`src/dmis_pkg.sv`:
```
// Shared constants, states and carrier types for the mode indicator sequencer
package dmis_pkg;

   // ----------------------------------------------------------------
   // Clock and times in their own units
   // ----------------------------------------------------------------
   localparam int unsigned CLK_HZ         = 25_000_000;
   localparam int unsigned T_KEY_ON_S     = 1;
   localparam int unsigned T_ERASE_HOLD_S = 10;
   localparam int unsigned T_ERASE_ON_S   = 2;
   localparam int unsigned T_FLASH_S      = 15;
   localparam int unsigned T_STORE_S      = 17;
   localparam int unsigned BLINK_HALF_MS  = 250;
   localparam int unsigned BAUD_LO_BPS    = 2400;
   localparam int unsigned BAUD_HI_BPS    = 9600;

   // ----------------------------------------------------------------
   // Cycle counts derived from the clock rate
   // ----------------------------------------------------------------
   localparam int unsigned CYC_KEY_ON     = T_KEY_ON_S * CLK_HZ;
   localparam int unsigned CYC_ERASE_HOLD = T_ERASE_HOLD_S * CLK_HZ;
   localparam int unsigned CYC_ERASE_ON   = T_ERASE_ON_S * CLK_HZ;
   localparam int unsigned CYC_FLASH      = T_FLASH_S * CLK_HZ;
   localparam int unsigned CYC_STORE      = T_STORE_S * CLK_HZ;
   localparam int unsigned CYC_BLINK_HALF = BLINK_HALF_MS * (CLK_HZ / 1000);
   localparam int unsigned CYC_BIT_LO     = (CLK_HZ + BAUD_LO_BPS - 1) / BAUD_LO_BPS;
   localparam int unsigned CYC_BIT_HI     = (CLK_HZ + BAUD_HI_BPS - 1) / BAUD_HI_BPS;

   // ----------------------------------------------------------------
   // Counts and reset values
   // ----------------------------------------------------------------
   localparam logic [3:0] KEY_PRESSES   = 4'ha;
   localparam logic [3:0] PROFILE_SLOTS = 4'hf;
   localparam logic [3:0] SLOT_FIRST    = 4'h1;
   localparam logic [2:0] BLINKS_FULL   = 3'h5;
   localparam logic [2:0] BLINKS_DONE   = 3'h2;
   localparam logic [2:0] BLINKS_ONE    = 3'h1;
   localparam logic [2:0] BLINKS_DIS    = 3'h3;
   localparam logic [3:0] UART_STOP_BIT = 4'h9;

   // ----------------------------------------------------------------
   // Types
   // ----------------------------------------------------------------
   typedef enum logic [2:0] {
      S_IDLE, S_HOLD, S_ERASE, S_LEARN, S_KEY, S_COPY_TX
   } dmis_state_t;

   typedef struct packed {
      logic learn;
      logic create_key;
      logic copy;
   } dmis_btn_t;

   typedef struct packed {
      logic key_confirm;
      logic profile_saved;
      logic erase_done;
      logic copy_profile;
      logic copy_done;
      logic copy_sent;
   } dmis_evt_t;

   typedef struct packed {
      logic       valid;
      logic [7:0] lines;
   } dmis_byte_t;

endpackage

```
`src/dmis_uart.sv`:
```
// Asynchronous serial export transmitter and profile import receiver
`timescale 1ns/1ps
`default_nettype none
module dmis_uart
   import dmis_pkg::*;
#(
   parameter int unsigned BIT_LO_CYC = CYC_BIT_LO,
   parameter int unsigned BIT_HI_CYC = CYC_BIT_HI
) (
   input  wire logic       clk_sys,
   input  wire logic       rst_n,
   input  wire logic       clk_en,
   input  wire logic       rate_sel,
   input  wire logic       tx_valid,
   input  wire logic [7:0] tx_data,
   output logic            tx_ready,
   output logic            txd,
   input  wire logic       rxd,
   output logic            rx_valid,
   output logic [7:0]      rx_data
);
   logic [15:0] bit_cyc;
   logic [8:0]  tx_sh_reg;
   logic [3:0]  tx_bit_reg;
   logic [15:0] tx_cnt_reg;
   logic        tx_busy_reg;
   logic        rx_busy_reg;
   logic [15:0] rx_cnt_reg;
   logic [3:0]  rx_bit_reg;
   logic [7:0]  rx_sh_reg;

   // Bit period: low rate-select gives the slow default rate
   assign bit_cyc = rate_sel ? 16'(BIT_HI_CYC) : 16'(BIT_LO_CYC);

   // Transmitter: start bit, eight data bits LSB first, one stop bit
   always_ff @(posedge clk_sys) begin
      if (!rst_n) begin
         tx_sh_reg   <= '1;
         tx_bit_reg  <= '0;
         tx_cnt_reg  <= '0;
         tx_busy_reg <= 1'b0;
         tx_ready    <= 1'b1;
         txd         <= 1'b1;
      end else if (clk_en) begin
         if (!tx_busy_reg) begin
            if (tx_valid) begin
               tx_sh_reg   <= {1'b1, tx_data};
               tx_busy_reg <= 1'b1;
               tx_ready    <= 1'b0;
               tx_cnt_reg  <= '0;
               tx_bit_reg  <= '0;
               txd         <= 1'b0;
            end
         end else if (tx_cnt_reg == bit_cyc - 16'h1) begin
            tx_cnt_reg <= '0;
            if (tx_bit_reg == UART_STOP_BIT) begin
               tx_busy_reg <= 1'b0;
               tx_ready    <= 1'b1;
               txd         <= 1'b1;
            end else begin
               txd        <= tx_sh_reg[0];
               tx_sh_reg  <= {1'b1, tx_sh_reg[8:1]};
               tx_bit_reg <= tx_bit_reg + 4'h1;
            end
         end else begin
            tx_cnt_reg <= tx_cnt_reg + 16'h1;
         end
      end
   end

   // Receiver: samples mid-bit; a start bit that does not hold is dropped
   always_ff @(posedge clk_sys) begin
      if (!rst_n) begin
         rx_busy_reg <= 1'b0;
         rx_cnt_reg  <= '0;
         rx_bit_reg  <= '0;
         rx_sh_reg   <= '0;
         rx_valid    <= 1'b0;
         rx_data     <= '0;
      end else if (clk_en) begin
         if (!rx_busy_reg) begin
            rx_valid <= 1'b0;
            if (!rxd) begin
               rx_busy_reg <= 1'b1;
               rx_cnt_reg  <= {1'b0, bit_cyc[15:1]};
               rx_bit_reg  <= '0;
            end
         end else if (rx_cnt_reg == 16'h0) begin
            rx_cnt_reg <= bit_cyc - 16'h1;
            rx_bit_reg <= rx_bit_reg + 4'h1;
            if (rx_bit_reg == 4'h0) begin
               rx_busy_reg <= ~rxd;
            end else if (rx_bit_reg == UART_STOP_BIT) begin
               rx_busy_reg <= 1'b0;
               rx_valid    <= rxd; // Framing error drops the byte
               rx_data     <= rx_sh_reg;
            end else begin
               rx_sh_reg <= {rxd, rx_sh_reg[7:1]};
            end
         end else begin
            rx_cnt_reg <= rx_cnt_reg - 16'h1;
         end
      end
   end
endmodule
`default_nettype wire

```
`src/dmis_sequencer.sv`:
```
// Mode sequencer, status indicator and decoded outputs of the decoder
// ------------------------------------------------------------------
// Overview of operation
// - Indicator on during key generation, off after
// - Indicator on one second after key saved
// - Fifteenth profile saved: blink five times
// - Profile after fifteenth overwrites first slot
// - Indicator on while programming input high
// - Learn mode flashes until timeout or press
// - Ten second hold enters erase, indicator off
// - Erase complete: indicator on two seconds
// - Blink per copied profile, twice when done
// - Copy sending disabled: blink three times
// - Rate-select low gives 2400 bit/s serial
// - Buttons active high, externally pulled low
// - Peer profile data arrives as async serial
// - Serial export carries key and transmitter identity
// - Decoded outputs follow authorised encoder lines
// - Ten key presses, then indicator off, send
// - Store permissions on press or seventeen seconds
// - Press and release within ten seconds: learn
// - Key input high at press: key mode
// - Indicator steady on while sending copy
// - Copy and key high at power-on disable copying
// ------------------------------------------------------------------
`timescale 1ns/1ps
`default_nettype none
module dmis_sequencer
   import dmis_pkg::*;
#(
   parameter int unsigned KEY_ON_CYC     = CYC_KEY_ON,
   parameter int unsigned ERASE_HOLD_CYC = CYC_ERASE_HOLD,
   parameter int unsigned ERASE_ON_CYC   = CYC_ERASE_ON,
   parameter int unsigned FLASH_CYC      = CYC_FLASH,
   parameter int unsigned STORE_CYC      = CYC_STORE,
   parameter int unsigned BLINK_HALF_CYC = CYC_BLINK_HALF,
   parameter int unsigned BIT_LO_CYC     = CYC_BIT_LO,
   parameter int unsigned BIT_HI_CYC     = CYC_BIT_HI
) (
   input  wire logic       clk_sys,
   input  wire logic       rst_n,
   input  wire logic       clk_en,
   input  wire dmis_btn_t  btn,
   input  wire logic       rate_sel,
   input  wire dmis_evt_t  evt,
   input  wire dmis_byte_t auth,
   input  wire dmis_byte_t tx_req,
   input  wire logic       profile_import,
   output logic            status_indicator,
   output logic [7:0]      decoded_output,
   output logic            serial_export,
   output logic            tx_ready,
   output dmis_byte_t      import_byte,
   output logic            erase_req,
   output logic            perm_store,
   output logic            key_send,
   output logic            copy_send_req,
   output logic            copy_disabled,
   output logic [3:0]      write_slot
);
   // Two half-periods per blink
   function automatic logic [3:0] blink_halves(input logic [2:0] n);
      return {n, 1'b0};
   endfunction

   dmis_state_t state_reg;
   logic [31:0] tmr_reg;
   logic [3:0]  press_cnt_reg;
   logic        learn_q_reg;
   logic        key_q_reg;
   logic        por_done_reg;
   logic        erase_seen_reg;
   logic [3:0]  slot_reg;
   logic [31:0] timed_cnt_reg;
   logic [3:0]  blink_left_reg;
   logic [31:0] ph_cnt_reg;
   logic        flash_ph_reg;
   logic        ind_reg;
   logic [7:0]  decoded_reg;
   logic        erase_req_reg;
   logic        perm_store_reg;
   logic        key_send_reg;
   logic        copy_send_reg;
   logic        copy_dis_reg;
   logic        learn_rise;
   logic        key_rise;
   logic        disable_evt;
   logic        erase_show;
   logic        slot_full;
   logic        tick;
   logic        base_level;
   logic        ind_next;

   // ------------------------------------------------------------------
   // Button edges and power-on strap check
   // ------------------------------------------------------------------
   // Buttons are active high with no internal pull; taken as synchronous
   assign learn_rise  = btn.learn & ~learn_q_reg;
   assign key_rise    = btn.create_key & ~key_q_reg;
   // Only the first enabled cycle after reset counts as power-on
   assign disable_evt = ~por_done_reg & btn.copy & btn.create_key;
   assign erase_show  = (state_reg == S_ERASE) & (erase_seen_reg | evt.erase_done)
                        & ~btn.learn;
   assign slot_full   = evt.profile_saved & (slot_reg == PROFILE_SLOTS);
   assign tick        = (ph_cnt_reg == 32'(BLINK_HALF_CYC - 1));

   // Edge history; reset value high avoids a false press at start-up
   always_ff @(posedge clk_sys) begin
      if (!rst_n) begin
         learn_q_reg  <= 1'b1;
         key_q_reg    <= 1'b1;
         por_done_reg <= 1'b0;
      end else if (clk_en) begin
         learn_q_reg  <= btn.learn;
         key_q_reg    <= btn.create_key;
         por_done_reg <= 1'b1;
      end
   end

   // ------------------------------------------------------------------
   // Mode state machine
   // ------------------------------------------------------------------
   // One shared timer restarts on every mode entry except S_ERASE, where it keeps counting
   always_ff @(posedge clk_sys) begin
      if (!rst_n) begin
         state_reg      <= S_IDLE;
         tmr_reg        <= '0;
         press_cnt_reg  <= '0;
         erase_seen_reg <= 1'b0;
         erase_req_reg  <= 1'b0;
         perm_store_reg <= 1'b0;
         key_send_reg   <= 1'b0;
         copy_send_reg  <= 1'b0;
      end else if (clk_en) begin
         erase_req_reg  <= 1'b0;
         perm_store_reg <= 1'b0;
         key_send_reg   <= 1'b0;
         copy_send_reg  <= 1'b0;
         tmr_reg        <= tmr_reg + 32'h1;
         case (state_reg)
            S_IDLE: begin
               tmr_reg <= '0;
               if (learn_rise) begin
                  if (btn.create_key) begin
                     state_reg     <= S_KEY;
                     press_cnt_reg <= '0;
                  end else if (btn.copy && !copy_dis_reg) begin
                     state_reg     <= S_COPY_TX;
                     copy_send_reg <= 1'b1;
                  end else begin
                     state_reg <= S_HOLD;
                  end
               end
            end
            S_HOLD: begin
               if (!btn.learn) begin
                  state_reg <= S_LEARN;
                  tmr_reg   <= '0;
               end else if (tmr_reg == 32'(ERASE_HOLD_CYC - 1)) begin
                  state_reg      <= S_ERASE;
                  erase_req_reg  <= 1'b1;
                  erase_seen_reg <= 1'b0;
               end
            end
            S_ERASE: begin
               // Done may come while the button is still held
               if (evt.erase_done) begin
                  erase_seen_reg <= 1'b1;
               end
               if (erase_show) begin
                  state_reg <= S_IDLE;
               end
            end
            S_LEARN: begin
               if (learn_rise || tmr_reg == 32'(STORE_CYC - 1)) begin
                  state_reg      <= S_IDLE;
                  perm_store_reg <= 1'b1;
               end
            end
            S_KEY: begin
               if (key_rise) begin
                  if (press_cnt_reg == KEY_PRESSES - 4'h1) begin
                     state_reg    <= S_IDLE;
                     key_send_reg <= 1'b1;
                  end else begin
                     press_cnt_reg <= press_cnt_reg + 4'h1;
                  end
               end
            end
            S_COPY_TX: begin
               if (evt.copy_sent) begin
                  state_reg <= S_IDLE;
               end
            end
            default: begin
               state_reg <= S_IDLE;
            end
         endcase
      end
   end

   // ------------------------------------------------------------------
   // Profile slot pointer and copy lock
   // ------------------------------------------------------------------
   // Slot after the fifteenth wraps to the first, overwriting it
   always_ff @(posedge clk_sys) begin
      if (!rst_n) begin
         slot_reg <= SLOT_FIRST;
      end else if (clk_en) begin
         if (erase_show) begin
            slot_reg <= SLOT_FIRST;
         end else if (evt.profile_saved) begin
            slot_reg <= slot_full ? SLOT_FIRST : slot_reg + 4'h1;
         end
      end
   end

   // Lock holds until memory is cleared; the set wins over the clear
   always_ff @(posedge clk_sys) begin
      if (!rst_n) begin
         copy_dis_reg <= 1'b0;
      end else if (clk_en) begin
         if (disable_evt) begin
            copy_dis_reg <= 1'b1;
         end else if (erase_show) begin
            copy_dis_reg <= 1'b0;
         end
      end
   end

   // ------------------------------------------------------------------
   // Indicator pattern engine
   // ------------------------------------------------------------------
   // Free-running half-period; first half of a pattern may be short
   always_ff @(posedge clk_sys) begin
      if (!rst_n) begin
         ph_cnt_reg   <= '0;
         flash_ph_reg <= 1'b0;
      end else if (clk_en) begin
         if (tick) begin
            ph_cnt_reg   <= '0;
            flash_ph_reg <= ~flash_ph_reg;
         end else begin
            ph_cnt_reg <= ph_cnt_reg + 32'h1;
         end
      end
   end

   // Timed steady-on windows
   always_ff @(posedge clk_sys) begin
      if (!rst_n) begin
         timed_cnt_reg <= '0;
      end else if (clk_en) begin
         if (evt.key_confirm) begin
            timed_cnt_reg <= KEY_ON_CYC;
         end else if (erase_show) begin
            timed_cnt_reg <= ERASE_ON_CYC;
         end else if (timed_cnt_reg != 32'h0) begin
            timed_cnt_reg <= timed_cnt_reg - 32'h1;
         end
      end
   end

   // Blink bursts wait behind a timed window so both stay visible
   always_ff @(posedge clk_sys) begin
      if (!rst_n) begin
         blink_left_reg <= '0;
      end else if (clk_en) begin
         if (slot_full) begin
            blink_left_reg <= blink_halves(BLINKS_FULL);
         end else if (evt.copy_done) begin
            blink_left_reg <= blink_halves(BLINKS_DONE);
         end else if (evt.copy_profile) begin
            blink_left_reg <= blink_halves(BLINKS_ONE);
         end else if (disable_evt) begin
            blink_left_reg <= blink_halves(BLINKS_DIS);
         end else if (timed_cnt_reg == 32'h0 && tick && blink_left_reg != 4'h0) begin
            blink_left_reg <= blink_left_reg - 4'h1;
         end
      end
   end

   // Level the current mode asks for when no overlay is active
   always_comb begin
      case (state_reg)
         S_HOLD:    base_level = 1'b1;
         S_KEY:     base_level = 1'b1;
         S_COPY_TX: base_level = 1'b1;
         S_LEARN:   base_level = flash_ph_reg & (tmr_reg < 32'(FLASH_CYC));
         default:   base_level = 1'b0;
      endcase
   end

   assign ind_next = (timed_cnt_reg != 32'h0) |
                     ((blink_left_reg != 4'h0) ? ~blink_left_reg[0] : base_level);

   always_ff @(posedge clk_sys) begin
      if (!rst_n) begin
         ind_reg <= 1'b0;
      end else if (clk_en) begin
         ind_reg <= ind_next;
      end
   end

   // ------------------------------------------------------------------
   // Decoded outputs
   // ------------------------------------------------------------------
   always_ff @(posedge clk_sys) begin
      if (!rst_n) begin
         decoded_reg <= '0;
      end else if (clk_en) begin
         decoded_reg <= auth.valid ? auth.lines : 8'h00;
      end
   end

   // ------------------------------------------------------------------
   // Serial export and import
   // ------------------------------------------------------------------
   dmis_uart #(
      .BIT_LO_CYC (BIT_LO_CYC),
      .BIT_HI_CYC (BIT_HI_CYC)
   ) u_uart (
      .clk_sys  (clk_sys),
      .rst_n    (rst_n),
      .clk_en   (clk_en),
      .rate_sel (rate_sel),
      .tx_valid (tx_req.valid),
      .tx_data  (tx_req.lines),
      .tx_ready (tx_ready),
      .txd      (serial_export),
      .rxd      (profile_import),
      .rx_valid (import_byte.valid),
      .rx_data  (import_byte.lines)
   );

   assign status_indicator = ind_reg;
   assign decoded_output   = decoded_reg;
   assign erase_req        = erase_req_reg;
   assign perm_store       = perm_store_reg;
   assign key_send         = key_send_reg;
   assign copy_send_req    = copy_send_reg;
   assign copy_disabled    = copy_dis_reg;
   assign write_slot       = slot_reg;
endmodule
`default_nettype wire

```
`config.mk`:
```
export PLATFORM = sky130hd
export DESIGN_NAME = dmis_sequencer
export DESIGN_NICKNAME = d
export VERILOG_FILES = /design/src/dmis_pkg.sv /design/src/dmis_uart.sv /design/src/dmis_sequencer.sv
export SDC_FILE = /design/constraint.sdc
export NUM_CORES = 1
export LEC_CHECK = 0
export BUFFER_PORTS_ARGS = -buffer_cell sky130_fd_sc_hd__buf_4
export CAP_MARGIN = 20
export CELL_PAD_IN_SITES_DETAIL_PLACEMENT = 1
export CELL_PAD_IN_SITES_GLOBAL_PLACEMENT = 2
export CORE_AREA = 3 3 170 172
export CTS_CLUSTER_DIAMETER = 30
export DETAILED_ROUTE_END_ITERATION = 12
export DIE_AREA = 0 0 173 175
export PLACE_DENSITY = 0.84
export SYNTH_ARGS = -nofsm -noshare
export SYNTH_HDL_FRONTEND = slang
export SYNTH_SLANG_ARGS = --single-unit
```
`constraint.sdc`:
```
create_clock -name clk_sys -period 7.3 [get_ports clk_sys]
set_clock_uncertainty 0.15 [all_clocks]
set_input_delay 1.095 -clock clk_sys [delete_from_list [all_inputs] [get_ports clk_sys]]
set_output_delay 1.095 -clock clk_sys [all_outputs]
set_load 0.05 [all_outputs]
```
After elaboration in Yosys (flattened, before gate mapping)
Index checks and enable logic that the tools add are counted.
{ "word_totals": {"out_inout_bits": 29, "input_bits": 32, "latchBits": 0, "ff_bits": 200, "memories": 0, "mem_bits_rw": 0, "rom_bits": 0} }
{ "classes": {"shifts": 0, "muxes": 89, "n_div": 0, "mul": 0, "magnitude_cmp": 1, "eq_ne": 32, "n_bitwise": 19, "addsub": 11, "n_reduce_logical": 36} }
{ "op_table": {"columns": ["op", "count"], "rows": [
  ["2-to-1 mux 32 bit", 5],
  ["2-to-1 mux 16 bit", 6],
  ["2-to-1 mux 4 bit", 19],
  ["adder 32 x 1 -> 32 bit (second input constant)", 2],
  ["case mux 32 bit (2 select lines)", 1],
  ["2-to-1 mux 1 bit", 38],
  ["2-to-1 mux 9 bit", 4],
  ["!= test 2 bit (second input constant)", 17],
  ["equality test 32 x 23 -> 1 bit (second input constant)", 1],
  ["equality test 32 x 28 -> 1 bit (second input constant)", 1],
  ["equality test 32 x 29 -> 1 bit (second input constant)", 1],
  ["zero test 32 bit", 1],
  ["< comparator 32 x 29 -> 1 bit (second input constant)", 1],
  ["nonzero test 32 bit", 1],
  ["subtractor 16 x 1 -> 16 bit (second input constant)", 2],
  ["subtractor 32 x 1 -> 32 bit (second input constant)", 1],
  ["2-to-1 mux 3 bit", 10],
  ["case mux 3 bit (6 select lines)", 1],
  ["adder 16 x 1 -> 16 bit (second input constant)", 1],
  ["adder 4 x 1 -> 4 bit (second input constant)", 4],
  ["equality test 16 bit", 1],
  ["equality test 4 bit (second input constant)", 4],
  ["zero test 16 bit", 1],
  ["AND reduction 5 bit", 3],
  ["other kinds (28)", 62]
]} }

Depth between registers and ports, before layout
{ "depth": {"word_depth": 8, "ltp_mapped": 9} }

Hierarchy
From an unflattened synthesis, not the netlist that was laid out.
{ "hier_totals": {"hier_cells": 1229, "hier_area_um2": 10261.1} }
{ "modules_own_cells": {"columns": ["mod", "area_each_um2", "instances", "cells_per_inst"], "rows": [
  ["dmis_sequencer", 6688.9, 1, 814],
  ["dmis_uart", 3572.2, 1, 415]
]} }

Least setup slack after synthesis
OpenSTA, ideal clock, no wires.
{ "synth_path": {"path_type": "in2reg", "startpoint": "input btn[2] (netlist bit)", "endpoint": "register press_cnt_reg[2]", "path_slack_ns": 4.068, "stages": 6, "arrival_ns": 3.011, "required_ns": 7.080, "n_path_buf": 0, "cell_sequence": "or3b_2 -> a31o_2 -> nor4_1 -> nand3_1 -> or3b_2 -> a21oi_1"} }
{ "synth_via": {"elab_chain_len": 3} }
{ "synth_rtl": {"columns": ["item", "line_no", "rtl"], "rows": [
  ["from (decl)", "dmis_sequencer.sv:43", "input wire dmis_btn_t btn,"],
  ["bitwise AND 1 bit", "dmis_sequencer.sv:98", "assign learn_rise = btn.learn & ~learn_q_reg;"],
  ["!= test 2 bit (no source line)", null, null],
  ["AND reduction 6 bit (no source line)", null, null],
  ["to (signal assigned)", "dmis_sequencer.sv:186", "press_cnt_reg <= press_cnt_reg + 4'h1;"],
  ["to (decl)", "dmis_sequencer.sv:68", "logic [3:0] press_cnt_reg;"]
]} }
No other way between the ends.
A chain may end at the register's enable or synchronous reset.

Worst setup path after layout
{ "layout_path": {"startpoint": "input clk_en", "endpoint": "register blink_left_reg[3]"} }
{ "layout_via": {"elab_chain_len": 1} }
{ "layout_rtl": {"columns": ["item", "line_no", "rtl"], "rows": [
  ["from (decl)", "dmis_sequencer.sv:42", "input wire logic clk_en,"],
  ["AND reduction 2 bit (no source line)", null, null],
  ["to (signal assigned)", "dmis_sequencer.sv:270", "blink_left_reg <= blink_halves(BLINKS_FULL);"],
  ["to (signal assigned)", "dmis_sequencer.sv:272", "blink_left_reg <= blink_halves(BLINKS_DONE);"],
  ["to (signal assigned)", "dmis_sequencer.sv:274", "blink_left_reg <= blink_halves(BLINKS_ONE);"],
  ["to (decl)", "dmis_sequencer.sv:75", "logic [3:0] blink_left_reg;"]
]} }
No other way between the ends.

==> impl_metrics.prom <==
# TYPE chip_impl_metric gauge
chip_impl_metric{name="drv.max_cap_violation_count",unit=""} 0
chip_impl_metric{name="drc",unit=""} 0
chip_impl_info{name="rr_endpoint",value="timed_cnt_reg[14]$_SDFFE_PN0P_"} 1
chip_impl_metric{name="synth_seq_area_share",unit="%"} 40.45
chip_impl_metric{name="grt_start_max_net_pins",unit=""} 67
chip_impl_info{name="rsz_0062_raised_after_global_routing",value="false"} 1
chip_impl_metric{name="synth-edff-count",unit=""} 0
chip_impl_metric{name="clock_tree.htree_level_count",unit=""} 4
chip_impl_metric{name="ff2ff_path_depth",unit=""} 6
chip_impl_metric{name="postCtsSetupBuffers",unit=""} 0
chip_impl_metric{name="timing_max_transition_violations_final",unit=""} 0
chip_impl_metric{name="post_drt_via_cell_ratio",unit=""} 5.426
chip_impl_metric{name="grt.total_usage",unit="%"} 18.24
chip_impl_metric{name="die_area",unit="µm²"} 30280
chip_impl_metric{name="die_w",unit="µm"} 173
chip_impl_metric{name="synthSimpleGateAreaFrac",unit="%"} 30.01
chip_impl_info{name="cts_tree",value="built"} 1
chip_impl_metric{name="synth.yosys.warnings",unit=""} 0
chip_impl_metric{name="groute.layer.met1.usage",unit="%"} 22.93
chip_impl_metric{name="post-route-worst-setup-slack",unit="ns"} 3.866
chip_impl_info{name="startpoint_of_the_worst_register_to_register_path",value="timed_cnt_reg[8]$_SDFFE_PN0P_"} 1
chip_impl_metric{name="clk_transition_reported_paths",unit="ns"} 0.08
chip_impl_metric{name="cts-buffers-inserted",unit=""} 17
chip_impl_metric{name="clock.fmax",unit="GHz"} 0.2912
chip_impl_metric{name="hold_depth",unit=""} 2
chip_impl_metric{name="dieHeight",unit="µm"} 175
chip_impl_metric{name="initialDrtViolationCount",unit=""} 488
chip_impl_metric{name="antenna_violations_before_repair",unit=""} 0
chip_impl_metric{name="hold_violations",unit=""} 0
chip_impl_metric{name="core.rowCount",unit=""} 61
chip_impl_metric{name="groute.layer.met3.usage",unit="%"} 3.368
chip_impl_metric{name="tns",unit="ns"} 0
chip_impl_metric{name="grt_pass1_vias",unit=""} 8997
chip_impl_metric{name="yosysUniqueCellTypes",unit=""} 67
chip_impl_info{name="min_from",value="u_uart.rx_data[6]$_SDFFE_PN0P_"} 1
chip_impl_metric{name="cts_num_sinks",unit=""} 199
chip_impl_info{name="netlist.top_cell.by_area",value="sky130_fd_sc_hd__dfxtp_1"} 1
chip_impl_metric{name="globalplace.congestion",unit=""} 0.7761
chip_impl_metric{name="synth_top_area_share",unit="%"} 40.45
chip_impl_info{name="hp-class",value="reg2reg"} 1
chip_impl_metric{name="dr_total_vias",unit=""} 8861
chip_impl_metric{name="ys_async_sr_fraction",unit="%"} 0
chip_impl_info{name="busiest_layer",value="met2"} 1
chip_impl_metric{name="dpl_cell_area",unit="µm²"} 10610
chip_impl_metric{name="design_power_total",unit="W"} 0.002523
chip_impl_info{name="critPathCaptureType",value="flip-flop"} 1
chip_impl_metric{name="met2_track_utilization_from_global_routing",unit="%"} 31.92
chip_impl_metric{name="max_buffers_root_to_sink",unit=""} 2
chip_impl_info{name="worst_setup_path_startpoint",value="clk_en"} 1
chip_impl_metric{name="post-route-cell-area",unit="µm²"} 11280
chip_impl_metric{name="n_antenna_cell",unit=""} 0
chip_impl_metric{name="yosys.area_share.adder",unit="%"} 2.160
chip_impl_metric{name="synth.avg_cell_area",unit="µm²"} 8.159
chip_impl_metric{name="fin_nets",unit=""} 1292
chip_impl_metric{name="worstSkewPairLatency",unit="ns"} 0.45
chip_impl_metric{name="powerDensity",unit="nW/µm²"} 223.6
chip_impl_metric{name="min_period",unit="ns"} 3.434
chip_impl_metric{name="mappedNetlistArea",unit="µm²"} 9848
chip_impl_metric{name="power.leakage",unit="nW"} 4.007
chip_impl_info{name="clock_tree.root_cell",value="sky130_fd_sc_hd__clkbuf_16"} 1
chip_impl_metric{name="ios",unit=""} 61
chip_impl_metric{name="final_layout_size_suffix_gt1_share",unit="%"} 10.76
chip_impl_metric{name="cp_data_required_time",unit="ns"} 7.44
chip_impl_metric{name="worst-endpoint-arrival",unit="ns"} 3.58
chip_impl_info{name="dominantRegCellSynth",value="sky130_fd_sc_hd__dfxtp_1"} 1
chip_impl_info{name="cp-start-kind",value="input pin"} 1
chip_impl_metric{name="synthMuxAreaShare",unit="%"} 3.354
chip_impl_metric{name="path_max_fanout",unit=""} 37
chip_impl_metric{name="syn_to_final_growth",unit="%"} 14.57
chip_impl_metric{name="avgRoutedWirePerCell",unit="µm"} 16.92
chip_impl_metric{name="dp_hpwl",unit="µm"} 18890
chip_impl_metric{name="post-place-ws",unit="ns"} 3.418
chip_impl_metric{name="io_buf_count",unit=""} 60
chip_impl_metric{name="final.fill_count",unit=""} 3356
chip_impl_metric{name="grt_pass1_wl",unit="µm"} 45890
chip_impl_metric{name="post_cts_hold_buffer_count",unit=""} 0
chip_impl_metric{name="postCtsResizedCells",unit=""} 0
chip_impl_info{name="criticalPathCategory",value="in2reg"} 1
chip_impl_metric{name="max_slew_margin",unit="%"} 32.92
chip_impl_metric{name="overflow",unit=""} 0
chip_impl_metric{name="drt_pre_antenna_iters",unit=""} 4
chip_impl_metric{name="syn-instance-count",unit=""} 1207
chip_impl_metric{name="route.final.wire_length",unit="µm"} 27640
chip_impl_metric{name="register_to_register_path_setup_slack",unit="ns"} 4.11
chip_impl_metric{name="worst_ir_drop_vdd",unit="V"} 0.0001559
chip_impl_metric{name="yosys_register_bits",unit=""} 199
chip_impl_info{name="synth_top_family_by_area",value="simple AND/OR/NAND/NOR gates"} 1
chip_impl_info{name="outcome",value="complete, no violations"} 1
chip_impl_metric{name="synthesized_area_fraction_occupied_by_ao_oa_aoi_and_oai_cells",unit="%"} 13.15
chip_impl_metric{name="setup_viol_count_final",unit=""} 0
chip_impl_info{name="hold_ep",value="u_uart.rx_data[6]$_SDFFE_PN0P_"} 1
chip_impl_metric{name="ant_nets",unit=""} 0
chip_impl_metric{name="final.period_utilization",unit="%"} 47.04
chip_impl_metric{name="design.core.area",unit="µm²"} 27630
chip_impl_metric{name="initial_utilization",unit="%"} 35.64
chip_impl_metric{name="synth_fp_nets",unit=""} 1256
chip_impl_info{name="yosys-top-cells-area",value="sky130_fd_sc_hd__dfxtp_1, sky130_fd_sc_hd__nor2_1, sky130_fd_sc_hd__nand2_1"} 1
chip_impl_metric{name="synth_xor_xnor_area_share",unit="%"} 7.648
chip_impl_metric{name="worstMarginPinSlew",unit="ns"} 0.9971
==> power by group <==
part           internal, W  switching [W]  leakage [nW]
Sequential         0.00112      0.0000424          1.61
Combinational     0.000119       0.000212          2.10
Clock             0.000578       0.000454         0.294
==> placed cells by master (no fill, tap or decap), types with 19 or more instances in the layout <==
| cell type | n |
|---|---|
| sky130_fd_sc_hd__inv_1 | 23 |
| sky130_fd_sc_hd__nor2_1 | 166 |
| sky130_fd_sc_hd__a21oi_1 | 69 |
| sky130_fd_sc_hd__mux2i_1 | 24 |
| sky130_fd_sc_hd__xnor2_1 | 32 |
| sky130_fd_sc_hd__nand4_1 | 37 |
| sky130_fd_sc_hd__nor3_1 | 29 |
| sky130_fd_sc_hd__nor4_1 | 26 |
| sky130_fd_sc_hd__nand3_1 | 64 |
| sky130_fd_sc_hd__buf_4 | 70 |
| sky130_fd_sc_hd__or3_1 | 19 |
| sky130_fd_sc_hd__dfxtp_1 | 199 |
| sky130_fd_sc_hd__o21ai_0 | 63 |
| sky130_fd_sc_hd__nand2_1 | 127 |
| sky130_fd_sc_hd__xor2_1 | 54 |
==> area by class of cell <==
type | instances | area, µm² | area share, %
Clock buffer | 18 | 429.2 | 3.804
Clock inverter | 13 | 195.2 | 1.730
Inverter | 24 | 90.09 | 0.7984
Multi-Input combinational cell | 927 | 5547 | 49.16
Sequential cell | 199 | 3984 | 35.31
Tap cell | 378 | 473.0 | 4.192
Timing Repair Buffer | 74 | 565.5 | 5.012
==> layer usage <==
metal	vias up	wire length (µm)
met2	103	13600
met3	29	772
li1	4379	-
met4	0	329
met5	-	0
met1	4350	12940
==> per-stage QoR <==
| stage | utilization (%) | std cells | hold WS (ns) |
|---|---|---|---|
| after floorplan | - | 1207 | 0.2774 |
| after global placement | 38.41 | 1597 | 0.2975 |
| after detailed placement | 38.41 | 1597 | 0.2990 |
| after CTS | 40.67 | 1628 | 0.3174 |
| after global routing | 40.84 | 1633 | 0.3380 |
| final | 40.84 | 1633 | 0.3125 |
==> synthesized netlist by cell type, types with 9 or more instances <==
cell                         n
sky130_fd_sc_hd__dfxtp_1   199
sky130_fd_sc_hd__nor2_1    166
sky130_fd_sc_hd__nand2_1   127
sky130_fd_sc_hd__a21oi_1    69
sky130_fd_sc_hd__nand3_1    64
sky130_fd_sc_hd__o21ai_0    64
sky130_fd_sc_hd__xor2_1     54
sky130_fd_sc_hd__clkbuf_1   42
sky130_fd_sc_hd__nand4_1    37
sky130_fd_sc_hd__xnor2_1    32
sky130_fd_sc_hd__nor3_1     29
sky130_fd_sc_hd__nor4_1     26
sky130_fd_sc_hd__inv_1      24
sky130_fd_sc_hd__mux2i_1    24
sky130_fd_sc_hd__or3_1      19
sky130_fd_sc_hd__and3_1     17
sky130_fd_sc_hd__ha_1       17
sky130_fd_sc_hd__a31oi_1    15
sky130_fd_sc_hd__a22oi_1    12
sky130_fd_sc_hd__and2_1     10
sky130_fd_sc_hd__and4_1     10
sky130_fd_sc_hd__buf_1      10
sky130_fd_sc_hd__nor2b_1     9
==> cell families after synthesis <==
group	Yosys count
mux	32
buf+inv	81
compound gates	211
xor+xnor	86
simple gates	581
flops	199
fa+ha+maj	17
==> critical path, cell delays in order <==
cell                      delay [ns]
sky130_fd_sc_hd__buf_4          0.37
sky130_fd_sc_hd__nand4_1        0.37
sky130_fd_sc_hd__nor4_1         0.35
sky130_fd_sc_hd__nor4b_1        0.68
sky130_fd_sc_hd__a32oi_1        0.39
sky130_fd_sc_hd__mux2i_1        0.22
sky130_fd_sc_hd__o21ai_0        0.08
==> worst max path at each step <==
| stage | depth (start not counted) | end | slack, ns |
|---|---|---|---|
| after floorplan | 6 | press_cnt_reg[2]$_SDFFE_PN0P_ | 4.07 |
| after global placement | 7 | blink_left_reg[3]$_SDFFE_PN0P_ | 3.55 |
| after detailed placement | 7 | blink_left_reg[3]$_SDFFE_PN0P_ | 3.42 |
| after CTS | 7 | blink_left_reg[3]$_SDFFE_PN0P_ | 3.88 |
| after global routing | 7 | blink_left_reg[3]$_SDFFE_PN0P_ | 3.50 |
| final | 7 | blink_left_reg[3]$_SDFFE_PN0P_ | 3.87 |
Note: power is estimated with default switching activity, not from simulation.
